<file path="config.mk">
export PLATFORM = sky130hd
export DESIGN_NAME = usaa_core
export DESIGN_NICKNAME = d
export VERILOG_FILES = /design/src/usaa_pkg.sv /design/src/usaa_core.sv
export SDC_FILE = /design/constraint.sdc
export NUM_CORES = 1
export LEC_CHECK = 0
export BUFFER_PORTS_ARGS = -buffer_cell sky130_fd_sc_hd__clkbuf_2
export CORE_ASPECT_RATIO = 1.5
export CORE_MARGIN = 2
export CORE_UTILIZATION = 40
export CTS_CLUSTER_DIAMETER = 100
export DETAILED_ROUTE_END_ITERATION = 10
export PLACE_DENSITY_LB_ADDON = 0.25
export SKIP_CTS_REPAIR_TIMING = 1
export SYNTH_ARGS = -nofsm -noshare
export SYNTH_HDL_FRONTEND = slang
export SYNTH_SLANG_ARGS = --single-unit
</file>
<file path="constraint.sdc">
create_clock -name clock_i -period 2.5 [get_ports clock_i]
set_input_delay 0.25 -clock clock_i [delete_from_list [all_inputs] [get_ports clock_i]]
set_output_delay 0.25 -clock clock_i [all_outputs]
set_load 0.01 [all_outputs]
</file>
<file path="src/usaa_pkg.sv">
// constants, field layout and carrier types for the serial port status and
// detection block; shared by the design and by whoever drives its ports
package usaa_pkg;

	// register byte offsets
	localparam logic [7:0] OFS_STATUS   = 8'h1C;
	localparam logic [7:0] OFS_LOWPULSE = 8'h28;
	localparam logic [7:0] OFS_HIGHPULS = 8'h2C;
	localparam logic [7:0] OFS_EDGECNT  = 8'h30;
	localparam logic [7:0] OFS_PREIDLE  = 8'h50;
	localparam logic [7:0] OFS_POSTIDLE = 8'h54;
	localparam logic [7:0] OFS_GAPTOUT  = 8'h58;
	localparam logic [7:0] OFS_CMDCHAR  = 8'h5C;
	localparam logic [7:0] OFS_TXPTR    = 8'h64;
	localparam logic [7:0] OFS_RXPTR    = 8'h68;
	localparam logic [7:0] OFS_FSM      = 8'h6C;
	localparam logic [7:0] OFS_RISEMIN  = 8'h70;
	localparam logic [7:0] OFS_FALLMIN  = 8'h74;
	localparam logic [7:0] OFS_VERSION  = 8'h7C;
	localparam logic [7:0] OFS_IDENT    = 8'h80;

	// status register fields
	localparam int STAT_RXCNT_LSB = 0;
	localparam int STAT_DSR_BIT   = 13;
	localparam int STAT_CTS_BIT   = 14;
	localparam int STAT_RXD_BIT   = 15;
	localparam int STAT_TXCNT_LSB = 16;
	localparam int STAT_DTR_BIT   = 29;
	localparam int STAT_RTS_BIT   = 30;
	localparam int STAT_TXD_BIT   = 31;

	// pointer, state, command char and ident fields
	localparam int PTR_LO_LSB     = 0;
	localparam int PTR_HI_LSB     = 11;
	localparam int FSM_RX_LSB     = 0;
	localparam int FSM_TX_LSB     = 4;
	localparam int CHAR_VAL_LSB   = 0;
	localparam int CHAR_NUM_LSB   = 8;
	localparam int ID_CTRL_BIT    = 30;
	localparam int ID_UPD_BIT     = 31;

	// reset values
	localparam logic [15:0] PRE_IDLE_RST  = 16'h0003;
	localparam logic [15:0] POST_IDLE_RST = 16'h0003;
	localparam logic [15:0] GAP_TOUT_RST  = 16'h000B;
	localparam logic [7:0]  CHAR_VAL_RST  = 8'h2B;
	localparam logic [7:0]  CHAR_NUM_RST  = 8'h03;
	localparam logic [29:0] IDENT_RST     = 30'h0000_0500;
	localparam logic        IDCTRL_RST    = 1'b1;

	typedef struct packed {
		logic [15:0] pre_idle_bits;
		logic [15:0] post_idle_bits;
		logic [15:0] char_gap_limit;
		logic [7:0]  detect_char_value;
		logic [7:0]  detect_char_count;
	} usaa_at_cfg_t;

	typedef struct packed {
		logic set_ready_level;
		logic clear_to_send_level;
		logic rxd_level;
		logic terminal_ready_level;
		logic request_to_send_level;
		logic txd_level;
	} usaa_lines_t;

	typedef enum logic [1:0] {
		AT_IDLE,
		AT_COUNT,
		AT_POST
	} usaa_at_state_t;

endpackage

</file>
<file path="src/usaa_core.sv">
// status, baud measurement, command-character detection and register update
// assumes an apb-style register access and synchronous line levels from the port
`timescale 1ns/100ps

// Summary of operation
// - status register shows receive FIFO byte count, read only
// - status register shows transmit FIFO byte count, read only
// - status shows data-set-ready, clear-to-send and receive-data input levels
// - status shows terminal-ready, request-to-send and transmit-data output levels
// - transmit FIFO software write and engine read locations are readable
// - receive FIFO read and write locations readable, based at port base offset
// - receiver and transmitter state machine states are readable
// - shortest low pulse on receive line kept in clock cycles
// - longest high pulse on receive line kept in clock cycles
// - receive line level changes are counted and readable
// - smallest period between consecutive rising edges is kept
// - smallest period between consecutive falling edges is kept
// - programmable idle bit times required before first command character
// - programmable idle bit times required after last command character
// - programmable gap limit between successive command characters
// - command character value and consecutive count are programmable
// - update request copies configuration to core side, then self-clears
// - version register and port identifier field are read-write
// - baud measurement runs only while its enable is set
module usaa_core #(
	parameter int          CNT_W       = 12,
	parameter int          FIFO_AW     = 7,
	parameter logic [9:0]  RX_PTR_BASE = 10'h100,
	parameter logic [31:0] VERSION_RST = 32'h0000_0001  // arbitrary value
) (
	input  wire logic                  clock_i,
	input  wire logic                  nrst_i,
	input  wire logic                  ce_i,
	input  wire logic                  psel_i,
	input  wire logic                  penable_i,
	input  wire logic                  pwrite_i,
	input  wire logic [7:0]            paddr_i,
	input  wire logic [31:0]           pwdata_i,
	output logic      [31:0]           prdata_o,
	output logic                       pready_o,
	output logic                       pslverr_o,
	input  wire logic [9:0]            rx_fill_count_i,
	input  wire logic [9:0]            tx_fill_count_i,
	input  wire usaa_pkg::usaa_lines_t lines_i,
	input  wire logic [9:0]            tx_sw_write_ptr_i,
	input  wire logic [9:0]            tx_engine_read_ptr_i,
	input  wire logic [FIFO_AW-1:0]    rx_sw_read_idx_i,
	input  wire logic [FIFO_AW-1:0]    rx_engine_write_idx_i,
	input  wire logic [3:0]            receiver_state_i,
	input  wire logic [3:0]            transmitter_state_i,
	input  wire logic                  baud_detect_enable_i,
	input  wire logic                  bit_tick_i,
	input  wire logic                  rx_byte_valid_i,
	input  wire logic [7:0]            rx_byte_i,
	output usaa_pkg::usaa_at_cfg_t     core_cfg_o,
	output logic                       cfg_update_done_o,
	output logic                       at_cmd_detect_o
);

	localparam logic [CNT_W-1:0] CNT_MAX = '1;

	usaa_pkg::usaa_at_cfg_t   cfg_r;
	usaa_pkg::usaa_at_cfg_t   core_cfg_r;
	usaa_pkg::usaa_at_state_t at_state_r;
	logic [31:0]      version_r;
	logic [29:0]      ident_r;
	logic             idctrl_r;
	logic             upd_r;
	logic             done_r;
	logic [31:0]      rdata;
	logic [31:0]      prdata_r;
	logic             wr;
	logic             rd_setup;
	logic             set_upd;
	logic             rx_prev_r;
	logic             seen_edge_r;
	logic             seen_rise_r;
	logic             seen_fall_r;
	logic [CNT_W-1:0] run_r;
	logic [CNT_W-1:0] since_rise_r;
	logic [CNT_W-1:0] since_fall_r;
	logic [CNT_W-1:0] low_min_r;
	logic [CNT_W-1:0] high_len_r;
	logic [CNT_W-1:0] rise_min_r;
	logic [CNT_W-1:0] fall_min_r;
	logic [9:0]       edge_cnt_r;
	logic             rx_edge;
	logic             rx_rise;
	logic             rx_fall;
	logic [15:0]      idle_bits_r;
	logic [7:0]       at_cnt_r;
	logic             detect_r;
	logic [9:0]       rx_rd_ptr;
	logic [9:0]       rx_wr_ptr;

	function automatic logic is_mapped(input logic [7:0] a);
		case (a)
			usaa_pkg::OFS_STATUS, usaa_pkg::OFS_LOWPULSE, usaa_pkg::OFS_HIGHPULS,
			usaa_pkg::OFS_EDGECNT, usaa_pkg::OFS_PREIDLE, usaa_pkg::OFS_POSTIDLE,
			usaa_pkg::OFS_GAPTOUT, usaa_pkg::OFS_CMDCHAR, usaa_pkg::OFS_TXPTR,
			usaa_pkg::OFS_RXPTR, usaa_pkg::OFS_FSM, usaa_pkg::OFS_RISEMIN,
			usaa_pkg::OFS_FALLMIN, usaa_pkg::OFS_VERSION, usaa_pkg::OFS_IDENT:
				is_mapped = 1'b1;
			default:
				is_mapped = 1'b0;
		endcase
	endfunction

	function automatic logic [CNT_W-1:0] min_of(input logic [CNT_W-1:0] a,
		input logic [CNT_W-1:0] b);
		min_of = (a < b) ? a : b;
	endfunction

	function automatic logic [CNT_W-1:0] sat_inc(input logic [CNT_W-1:0] a);
		sat_inc = (a == CNT_MAX) ? a : a + 1'b1;
	endfunction

	// bus access: one wait-free access phase, frozen with the clock enable
	assign pready_o  = ce_i;
	assign pslverr_o = psel_i & penable_i & ~is_mapped(paddr_i);
	assign wr        = psel_i & penable_i & pwrite_i & ce_i;
	assign rd_setup  = psel_i & ~penable_i & ~pwrite_i & ce_i;
	assign set_upd   = wr & (paddr_i == usaa_pkg::OFS_IDENT) & pwdata_i[usaa_pkg::ID_UPD_BIT];
	assign prdata_o  = prdata_r;

	assign rx_rd_ptr = RX_PTR_BASE + 10'(rx_sw_read_idx_i);
	assign rx_wr_ptr = RX_PTR_BASE + 10'(rx_engine_write_idx_i);

	always_comb
	begin
		rdata = 32'h0000_0000;
		case (paddr_i)
			usaa_pkg::OFS_STATUS:
			begin
				rdata[usaa_pkg::STAT_RXCNT_LSB +: 10] = rx_fill_count_i;
				rdata[usaa_pkg::STAT_TXCNT_LSB +: 10] = tx_fill_count_i;
				rdata[usaa_pkg::STAT_DSR_BIT] = lines_i.set_ready_level;
				rdata[usaa_pkg::STAT_CTS_BIT] = lines_i.clear_to_send_level;
				rdata[usaa_pkg::STAT_RXD_BIT] = lines_i.rxd_level;
				rdata[usaa_pkg::STAT_DTR_BIT] = lines_i.terminal_ready_level;
				rdata[usaa_pkg::STAT_RTS_BIT] = lines_i.request_to_send_level;
				rdata[usaa_pkg::STAT_TXD_BIT] = lines_i.txd_level;
			end
			usaa_pkg::OFS_LOWPULSE: rdata[CNT_W-1:0] = low_min_r;
			usaa_pkg::OFS_HIGHPULS: rdata[CNT_W-1:0] = high_len_r;
			usaa_pkg::OFS_EDGECNT:  rdata[9:0] = edge_cnt_r;
			usaa_pkg::OFS_PREIDLE:  rdata[15:0] = cfg_r.pre_idle_bits;
			usaa_pkg::OFS_POSTIDLE: rdata[15:0] = cfg_r.post_idle_bits;
			usaa_pkg::OFS_GAPTOUT:  rdata[15:0] = cfg_r.char_gap_limit;
			usaa_pkg::OFS_CMDCHAR:
			begin
				rdata[usaa_pkg::CHAR_VAL_LSB +: 8] = cfg_r.detect_char_value;
				rdata[usaa_pkg::CHAR_NUM_LSB +: 8] = cfg_r.detect_char_count;
			end
			usaa_pkg::OFS_TXPTR:
			begin
				rdata[usaa_pkg::PTR_LO_LSB +: 10] = tx_sw_write_ptr_i;
				rdata[usaa_pkg::PTR_HI_LSB +: 10] = tx_engine_read_ptr_i;
			end
			usaa_pkg::OFS_RXPTR:
			begin
				rdata[usaa_pkg::PTR_LO_LSB +: 10] = rx_rd_ptr;
				rdata[usaa_pkg::PTR_HI_LSB +: 10] = rx_wr_ptr;
			end
			usaa_pkg::OFS_FSM:
			begin
				rdata[usaa_pkg::FSM_RX_LSB +: 4] = receiver_state_i;
				rdata[usaa_pkg::FSM_TX_LSB +: 4] = transmitter_state_i;
			end
			usaa_pkg::OFS_RISEMIN:  rdata[CNT_W-1:0] = rise_min_r;
			usaa_pkg::OFS_FALLMIN:  rdata[CNT_W-1:0] = fall_min_r;
			usaa_pkg::OFS_VERSION:  rdata = version_r;
			usaa_pkg::OFS_IDENT:
				rdata = {upd_r, idctrl_r, ident_r};
			default: rdata = 32'h0000_0000;
		endcase
	end

	// read data captured in the setup phase, held through the access phase
	always_ff @(posedge clock_i or negedge nrst_i)
	begin
		if (!nrst_i)
			prdata_r <= 32'h0000_0000;
		else if (rd_setup)
			prdata_r <= rdata;
	end

	// writable configuration
	always_ff @(posedge clock_i or negedge nrst_i)
	begin
		if (!nrst_i)
		begin
			cfg_r.pre_idle_bits     <= usaa_pkg::PRE_IDLE_RST;
			cfg_r.post_idle_bits    <= usaa_pkg::POST_IDLE_RST;
			cfg_r.char_gap_limit    <= usaa_pkg::GAP_TOUT_RST;
			cfg_r.detect_char_value <= usaa_pkg::CHAR_VAL_RST;
			cfg_r.detect_char_count <= usaa_pkg::CHAR_NUM_RST;
			version_r               <= VERSION_RST;
			ident_r                 <= usaa_pkg::IDENT_RST;
			idctrl_r                <= usaa_pkg::IDCTRL_RST;
		end
		else if (wr)
		begin
			case (paddr_i)
				usaa_pkg::OFS_PREIDLE:  cfg_r.pre_idle_bits <= pwdata_i[15:0];
				usaa_pkg::OFS_POSTIDLE: cfg_r.post_idle_bits <= pwdata_i[15:0];
				usaa_pkg::OFS_GAPTOUT:  cfg_r.char_gap_limit <= pwdata_i[15:0];
				usaa_pkg::OFS_CMDCHAR:
				begin
					cfg_r.detect_char_value <= pwdata_i[usaa_pkg::CHAR_VAL_LSB +: 8];
					cfg_r.detect_char_count <= pwdata_i[usaa_pkg::CHAR_NUM_LSB +: 8];
				end
				usaa_pkg::OFS_VERSION: version_r <= pwdata_i;
				usaa_pkg::OFS_IDENT:
				begin
					ident_r  <= pwdata_i[29:0];
					idctrl_r <= pwdata_i[usaa_pkg::ID_CTRL_BIT];
				end
				default: ;
			endcase
		end
	end

	// update request: a new request beats the hardware clear
	always_ff @(posedge clock_i or negedge nrst_i)
	begin
		if (!nrst_i)
		begin
			upd_r      <= 1'b0;
			done_r     <= 1'b0;
			core_cfg_r <= '{usaa_pkg::PRE_IDLE_RST, usaa_pkg::POST_IDLE_RST,
				usaa_pkg::GAP_TOUT_RST, usaa_pkg::CHAR_VAL_RST, usaa_pkg::CHAR_NUM_RST};
		end
		else if (ce_i)
		begin
			done_r <= upd_r;
			if (upd_r)
				core_cfg_r <= cfg_r;
			if (set_upd)
				upd_r <= 1'b1;
			else if (upd_r)
				upd_r <= 1'b0;
		end
	end

	assign core_cfg_o        = core_cfg_r;
	assign cfg_update_done_o = done_r;

	// baud measurement on the receive line
	assign rx_edge = lines_i.rxd_level ^ rx_prev_r;
	assign rx_rise = rx_edge & lines_i.rxd_level;
	assign rx_fall = rx_edge & ~lines_i.rxd_level;

	always_ff @(posedge clock_i or negedge nrst_i)
	begin
		if (!nrst_i)
		begin
			rx_prev_r    <= 1'b1;
			seen_edge_r  <= 1'b0;
			seen_rise_r  <= 1'b0;
			seen_fall_r  <= 1'b0;
			run_r        <= '0;
			since_rise_r <= '0;
			since_fall_r <= '0;
			low_min_r    <= CNT_MAX;
			high_len_r   <= '0;
			rise_min_r   <= CNT_MAX;
			fall_min_r   <= CNT_MAX;
			edge_cnt_r   <= 10'h000;
		end
		else if (ce_i)
		begin
			rx_prev_r <= lines_i.rxd_level;
			if (!baud_detect_enable_i)
			begin
				seen_edge_r  <= 1'b0;
				seen_rise_r  <= 1'b0;
				seen_fall_r  <= 1'b0;
				run_r        <= '0;
				since_rise_r <= '0;
				since_fall_r <= '0;
				low_min_r    <= CNT_MAX;
				high_len_r   <= '0;
				rise_min_r   <= CNT_MAX;
				fall_min_r   <= CNT_MAX;
				edge_cnt_r   <= 10'h000;
			end
			else
			begin
				run_r        <= rx_edge ? CNT_W'(1) : sat_inc(run_r);
				since_rise_r <= rx_rise ? CNT_W'(1) : sat_inc(since_rise_r);
				since_fall_r <= rx_fall ? CNT_W'(1) : sat_inc(since_fall_r);
				if (rx_edge)
				begin
					seen_edge_r <= 1'b1;
					if (edge_cnt_r != 10'h3FF)
						edge_cnt_r <= edge_cnt_r + 10'h001;
				end
				if (rx_rise && seen_edge_r)
					low_min_r <= min_of(low_min_r, run_r);
				if (rx_fall && seen_edge_r && run_r > high_len_r)
					high_len_r <= run_r;
				if (rx_rise)
				begin
					seen_rise_r <= 1'b1;
					if (seen_rise_r)
						rise_min_r <= min_of(rise_min_r, since_rise_r);
				end
				if (rx_fall)
				begin
					seen_fall_r <= 1'b1;
					if (seen_fall_r)
						fall_min_r <= min_of(fall_min_r, since_fall_r);
				end
			end
		end
	end

	// idle time in bit times since the last received byte
	always_ff @(posedge clock_i or negedge nrst_i)
	begin
		if (!nrst_i)
			idle_bits_r <= 16'hFFFF;
		else if (ce_i)
		begin
			if (rx_byte_valid_i)
				idle_bits_r <= 16'h0000;
			else if (bit_tick_i && idle_bits_r != 16'hFFFF)
				idle_bits_r <= idle_bits_r + 16'h0001;
		end
	end

	// command-character sequence detection using the core-side copy
	always_ff @(posedge clock_i or negedge nrst_i)
	begin
		if (!nrst_i)
		begin
			at_state_r <= usaa_pkg::AT_IDLE;
			at_cnt_r   <= 8'h00;
			detect_r   <= 1'b0;
		end
		else if (ce_i)
		begin
			detect_r <= 1'b0;
			case (at_state_r)
				usaa_pkg::AT_IDLE:
				begin
					if (rx_byte_valid_i && rx_byte_i == core_cfg_r.detect_char_value
						&& idle_bits_r >= core_cfg_r.pre_idle_bits)
					begin
						at_cnt_r <= 8'h01;
						if (core_cfg_r.detect_char_count <= 8'h01)
							at_state_r <= usaa_pkg::AT_POST;
						else
							at_state_r <= usaa_pkg::AT_COUNT;
					end
				end
				usaa_pkg::AT_COUNT:
				begin
					if (idle_bits_r > core_cfg_r.char_gap_limit)
						at_state_r <= usaa_pkg::AT_IDLE;
					else if (rx_byte_valid_i)
					begin
						if (rx_byte_i != core_cfg_r.detect_char_value)
							at_state_r <= usaa_pkg::AT_IDLE;
						else
						begin
							at_cnt_r <= at_cnt_r + 8'h01;
							if (at_cnt_r + 8'h01 >= core_cfg_r.detect_char_count)
								at_state_r <= usaa_pkg::AT_POST;
						end
					end
				end
				usaa_pkg::AT_POST:
				begin
					if (rx_byte_valid_i)
						at_state_r <= usaa_pkg::AT_IDLE;
					else if (idle_bits_r >= core_cfg_r.post_idle_bits)
					begin
						detect_r   <= 1'b1;
						at_state_r <= usaa_pkg::AT_IDLE;
					end
				end
				default: at_state_r <= usaa_pkg::AT_IDLE;
			endcase
		end
	end

	assign at_cmd_detect_o = detect_r;
endmodule

</file>
==> run_results.csv, run 1 <==
group,metric,value,unit
die,core_area,45400,um^2
synth,yosysMostFrequentCell,"dfrtp_1",
worst_setup_path,max_stage_delay,540,ps
worst_setup_path,worst_ep_arrival_time,2850,ps
global_route,grt_pass1_wl,92.22,mm
worst_setup_path,worstPathMaxFanout,5,
run_status,status,"finished clean",
route,wire_per_inst,23.50,um
synth,synth_seq_area_share,0.4844,
die,io_pins,225,
final_layout,instances_no_fill,2619,
sta,finalCriticalPeriod,2427,ps
global_route,grt_use_met1,0.3080,
global_route,grt_pass1_vias,15270,
synth,syn_area,18300,um^2
worst_setup_path,worstPathRequired,2930,ps
sta,max_freq,0.4120,GHz
worst_setup_path,startpoint_type,"register",
die,die_y,265.9,um
worst_setup_path,r2r-start,"core_cfg_o[17]$_DFFE_PN1P_",
synth,synth_top_area_share,0.3652,
final_layout,drive_above_1_share,0.3457,
sta,hold_viol_final,0,
synth,syn-num-nets,1897,
worst_setup_path,slowest_stage,"dfstp_2",
cts,cts_made_buffers,37,
route,routed_via_density,5.728,
power,power.clock.fraction,0.401,
power,finalPower,14.17,mW
worst_setup_path,r2r_end,"at_cnt_r[0]$_DFFE_PN0P_",
sta,tightestPinTransition,625.5,ps
placed_design,dp.cells,2525,
global_route,busiest_layer,"met2",
global_route,antenna_found_initial,3,
power,ir_drop,0.4279,mV
worst_setup_path,crit_type,"reg2reg",
die,die-width,178.6,um
route,drc,0,
min_path,worstHoldStart,"lines_i[5]",
synth,ys.flop_type,"dfrtp_1",
synth,avgSynthCellArea,11.00,um^2
synth,ys.warnings.count,0,
cts,cts_tree,"done",
die,rows,96,
route,routed_wl,61.55,mm
synth,synth.area.top_cells,"dfrtp_1 (37%), dfstp_2 (12%), mux2_2 (10%)",
worst_setup_path,worstPathCellList,"inv_1, ha_1, nor2b_1, o211ai_1, a2111o_1, a31oi_4, or2_2, nor2_1, a311oi_1",
global_route,grt_usage,0.2583,
sta,slew_viol_final,0,
final_layout,finalNetCount,2233,
power,p_switching,3.887,mW
sta,fin_crit_sh,0.9710,
synth,async_flop_share,1.000,
route,vias,15000,
route,drt_first_pass_iters,8,
power,comb_power_share,0.144,
sta,finalSetupViolCount,0,
sta,rsz0062_at_grt,"true",
placed_design,routabilityCongestion,0.9614,
placed_design,dpl.hpwl,47.39,mm
die,start_util,0.4029,
synth,synth_edf_count,0,
worst_setup_path,critPathTopFamily,"compound AO/OA/AOI/OAI gates",
power,power.density,627.1,nW/um^2
global_route,use_met3,0.02697,
job,timing.max_cap.violations,0,
synth,synth_common_cells,"dfrtp_1 (267), mux2_2 (164), nor2_1 (152)",
min_path,hold_path_class,"in2reg",
cts,h-tree-depth,2,
cts,clk_pin_slew_worst_paths,70,ps
cts,cts_root_buf,"clkbuf_16",
global_route,use_met2,0.4531,
placed_design,port_buffers,224,
synth,synth_cells,1663,
route,antenna_left,0,
cts,clock_path_buffers,3,
power,p_sw_frac,0.2744,
global_route,grt-ovfl-total,0,
worst_setup_path,reg2regPathDepth,9,
power,seqPwrFrac,0.455,
synth,synth-seq-cells,350,
sta,fin_worst_skew,14.33,ps
die,die-area,47500,um^2
min_path,holdPathEnd,"prdata_o[13]$_DFFE_PN0P_",
min_path,worstHoldPathCells,3,
worst_setup_path,endpoint_kind,"register",
cts,insertion_delay,530,ps
power,p_leak,10.47,nW
global_route,grt_max_degree,73,
cts,clkSinkCount,350,
synth,yosys.area.top_type,"dfrtp_1",
worst_setup_path,crit_buf_inv,1,
power,p_int,10.28,mW
synth,synth_cell_type_count,70,
route,drt_iter0_drc,925,
final_layout,area_growth,23.49,%
sta,slew_headroom,0.5830,
worst_setup_path,reg2reg_slack,70,ps
[per-stage QoR]
stage	util	hold slack [ps]	setup WS (ps)	cell area, um^2	setup TNS [ps]
2_1_floorplan	-	-45.59	43.31	18300	0
3_3_place_gp	0.4630	264.3	-28.40	21020	-28.63
3_5_place_dp	0.4630	270.6	-106.7	21020	-310.7
4_1_cts	0.4906	-300.1	-136.5	22270	-377.3
5_1_grt	0.4976	28.19	-67.23	22590	-86.22
6_report	0.4976	17.89	72.59	22590	0
[worst min-delay path, cell delays in order]
cell,delay (ps)
clkbuf_2,80
a221oi_1,70
o22ai_1,110
[final cells by class]
cell class | instances | area (um^2)
diodes | 3 | 7.507
clock buffers | 55 | 1136
clock inverters | 13 | 113.9
fillers | 4157 | 22810
inverters | 125 | 469.2
multi-input cells | 1114 | 8767
flip-flops and latches | 350 | 8867
well taps | 588 | 735.7
repair buffers | 371 | 2495
[registers in the layout (all words and copies together) (netlist names), 2 cells and up]
register	cells
rise_min_r	12
edge_cnt_r	10
fall_min_r	12
since_rise_r	12
low_min_r	12
high_len_r	12
prdata_o	32
run_r	12
at_state_r	2
version_r	32
idle_bits_r	16
at_cnt_r	8
since_fall_r	12
core_cfg_o	64
cfg_r	64
ident_r	30
[cell usage in the layout (no fill, tap or decap), types with 6 or more instances in the layout]
cell type,n
nand2b_1,15
mux2i_1,18
buf_12,17
nand3_1,46
dlygate4sd3_1,19
dfstp_2,83
o211ai_1,9
and3_1,11
xor2_1,16
clkinv_2,6
xnor2_1,44
clkbuf_2,223
nor4_1,8
o22a_1,23
a222oi_1,27
mux2_2,164
dfrtp_1,263
a21oi_1,52
and4_1,8
a221oi_1,11
clkbuf_16,39
ha_1,108
nor2_1,146
a22o_1,17
mux2_1,30
nor2_2,6
buf_4,111
o21ai_0,32
nand2_1,67
nor2b_1,7
a22oi_1,69
a21o_1,21
clkbuf_8,10
o22ai_1,8
inv_1,124
clkbuf_1,6
nand4_1,44
nor3_1,15
a31oi_1,9
[cell families (layout without fill, tap and decap cells)]
kind of cell / Yosys count / in the layout / synth area share
xor+xnor: 62 / 62 / 0.02968
other cells: 0 / 3 / 0
mux: 212 / 212 / 0.1293
fa+ha+maj: 109 / 109 / 0.07455
buf+inv: 199 / 564 / 0.04254
simple gates: 406 / 406 / 0.1096
flops: 350 / 350 / 0.4844
compound gates: 325 / 325 / 0.1300
[power groups by stage]
stage / clock, mW / sequential, mW / combinational [mW]
final: 5.68 / 6.44 / 2.05
after floorplan: 0 / 6.44 / 1.07
after CTS: 5.78 / 6.43 / 1.93
after detailed placement: 0 / 6.53 / 1.92
after global placement: 0 / 6.52 / 1.87
after global routing: 6.00 / 6.49 / 2.27
[layer usage]
metal	part of all wire	up-vias
met1	0.39	7571
li1	-	6772
met3	0.044	171
met4	0.057	0
met2	0.51	488
met5	0	-
[worst max-delay path by stage]
stage                                           from                   endpoint  cells after the start
final                     core_cfg_o[17]$_DFFE_PN1P_    at_cnt_r[0]$_DFFE_PN0P_                      9
after global routing         at_cnt_r[0]$_DFFE_PN0P_  at_state_r[1]$_DFFE_PN0P_                     11
after CTS                    at_cnt_r[0]$_DFFE_PN0P_  at_state_r[1]$_DFFE_PN0P_                     11
after detailed placement     at_cnt_r[0]$_DFFE_PN0P_  at_state_r[1]$_DFFE_PN0P_                     11
after global placement       at_cnt_r[0]$_DFFE_PN0P_  at_state_r[1]$_DFFE_PN0P_                     11
after floorplan                 run_r[7]$_DFFE_PN0P_   low_min_r[0]$_DFFE_PN1P_                     10
No activity file was read; power rests on OpenSTA's default activity.
==> inputs of run 2 (changes only) <==
--- a/config.mk
+++ b/config.mk
@@ -12,6 +12,7 @@
 export CTS_CLUSTER_DIAMETER = 100
 export DETAILED_ROUTE_END_ITERATION = 10
 export PLACE_DENSITY_LB_ADDON = 0.25
+export REMOVE_ABC_BUFFERS = 1
 export SKIP_CTS_REPAIR_TIMING = 1
 export SYNTH_ARGS = -nofsm -noshare
 export SYNTH_HDL_FRONTEND = slang
==> run 2 against run 1 <==
Compared with the run above: routed wire length is 3.8% lower; clock-buffer cell count is 1 lower; critical endpoint unchanged; register-to-register slack hardly changed; sequential cell count stayed put; first-iteration DRC count is 5.1% higher; final area is 0.37% lower; fmax is 0.42% lower; combinational power hardly changed; hold slack worse by 4.9 ps; global-route usage is 0.91 points lower.
==> run_results.csv, run 2 (synthesis gave the netlist of run 1 again) <==
group,metric,value,unit
run_status,status,"finished clean",
sta,fin_worst_skew,23.79,ps
final_layout,fillers,4224,
route,wire_per_inst,22.66,um
die,die_y,265.9,um
cts,cts_made_buffers,36,
cts,clock_path_buffers,3,
route,antenna_left,0,
worst_setup_path,crit_type,"reg2reg",
worst_setup_path,worstPathRequired,2940,ps
sta,hold_viol_final,0,
placed_design,port_buffers,224,
sta,finalSetupViolCount,0,
route,routed_wl,59.23,mm
final_layout,area_growth,23.03,%
final_layout,layout_common_cells,"dfrtp_1 (263), clkbuf_2 (223), mux2_2 (164)",
cts,insertion_delay,550,ps
global_route,antenna_found_initial,3,
placed_design,routabilityCongestion,0.9194,
worst_setup_path,crit_buf_inv,0,
cts,cts_tree,"done",
cts,clkSinkCount,350,
sta,slew_headroom,0.6011,
final_layout,drive_above_1_share,0.3389,
route,drc,0,
worst_setup_path,worst_ep_arrival_time,2880,ps
route,vias,14820,
die,start_util,0.4029,
worst_setup_path,startpoint_type,"register",
worst_setup_path,endpoint_kind,"register",
die,rows,96,
sta,slew_viol_final,0,
final_layout,finalNetCount,2232,
sta,worst_slack,62.28,ps
route,drt_iter0_drc,972,
global_route,grt_max_degree,65,
worst_setup_path,worstPathCellList,"ha_1, a21oi_1, a211oi_1, a2111o_1, a21oi_2, o31a_1, nor2_1, a311oi_2",
cts,clk_pin_slew_worst_paths,60,ps
final_layout,fin_util,0.4958,
worst_setup_path,worstPathMaxFanout,4,
global_route,grt_pass1_vias,15150,
sta,fin_crit_sh,0.9751,
global_route,grt-ovfl-total,0,
global_route,grt_pass1_wl,89.89,mm
power,finalPower,14.05,mW
cts,h-tree-depth,2,
die,die-area,47500,um^2
min_path,hold_path_class,"in2reg",
power,p_leak,10.47,nW
global_route,grt_usage,0.2492,
final_layout,final_common_cell,"dfrtp_1",
die,core_area,45400,um^2
route,routed_via_density,5.669,
worst_setup_path,slowest_stage,"dfstp_2",
sta,tightestPinTransition,598.4,ps
sta,rsz0062_at_grt,"true",
worst_setup_path,max_stage_delay,530,ps
cts,cts_root_buf,"clkbuf_16",
placed_design,dpl.hpwl,45.90,mm
placed_design,dp_slack,-66.36,ps
route,drt_first_pass_iters,6,
sta,finalCriticalPeriod,2438,ps
final_layout,fin_area,22510,um^2
placed_design,place_area,21050,um^2
power,power.density,624.0,nW/um^2
sta,max_freq,0.4102,GHz
power,ir_drop,0.4212,mV
job,timing.max_cap.violations,0,
die,io_pins,225,
die,die-width,178.6,um
worst_setup_path,critPathTopFamily,"compound AO/OA/AOI/OAI gates",
-- run 2: layout make-up --
| class | count | area (um^2) | area share |
|---|---|---|---|
| timing repair buffer | 371 | 2495 | 0.1108 |
| tap | 588 | 735.7 | 0.03268 |
| multi-input combinational | 1114 | 8756 | 0.3890 |
| antenna | 2 | 5.005 | 0.0002223 |
| inverter | 125 | 469.2 | 0.02084 |
| clock buffer | 54 | 1050 | 0.04664 |
| sequential | 350 | 8867 | 0.3939 |
| clock inverter | 10 | 131.4 | 0.005837 |
-- run 2: path summary, 6_finish.rpt --
| path | start | end | slack (ps) | cells after the start |
|---|---|---|---|---|
| setup / recovery | idle_bits_r[7]$_DFFE_PN1P_ | at_cnt_r[0]$_DFFE_PN0P_ | 60 | 8 |
| hold / removal | lines_i[5] | prdata_o[13]$_DFFE_PN0P_ | 10 | 3 |
| setup reg to reg | idle_bits_r[7]$_DFFE_PN1P_ | at_cnt_r[0]$_DFFE_PN0P_ | 60 | 8 |
| hold reg to reg | ident_r[24]$_DFFE_PN0P_ | ident_r[24]$_DFFE_PN0P_ | 490 | 1 |
| max in group asynchronous | nrst_i | idle_bits_r[14]$_DFFE_PN1P_ | 1470 | 3 |
| min in group asynchronous | nrst_i | high_len_r[3]$_DFFE_PN0P_ | 270 | 2 |
-- run 2: tightest hold or removal path, stage by stage --
cell	delay [ps]
clkbuf_2	70
a221oi_1	70
o22ai_1	100
-- run 2: power by group --
part           internal (mW)  total [mW]  switching, mW
Sequential              6.08        6.45          0.369
Clock                   3.22        5.54           2.31
Combinational          0.942        2.07           1.12
Total                   10.2        14.0           3.81
-- run 2: through the flow --
stage,hold WS [ps],setup TNS (ps),cells
global route,21.52,-21.79,2613
floorplan,-45.59,-156090,1589
finish,12.94,0,2614
detailed placement,272.4,-164.1,2526
CTS,-293.4,-186.0,2590
global placement,267.3,0,2526
-- run 2: layer usage --
layer	up-vias	wire [um]	global-route usage
met1	7500	22950	0.2930
met3	140	2316	0.02783
met5	-	13	0
li1	6763	-	-
met2	413	31310	0.4545
met4	2	2630	0.1048
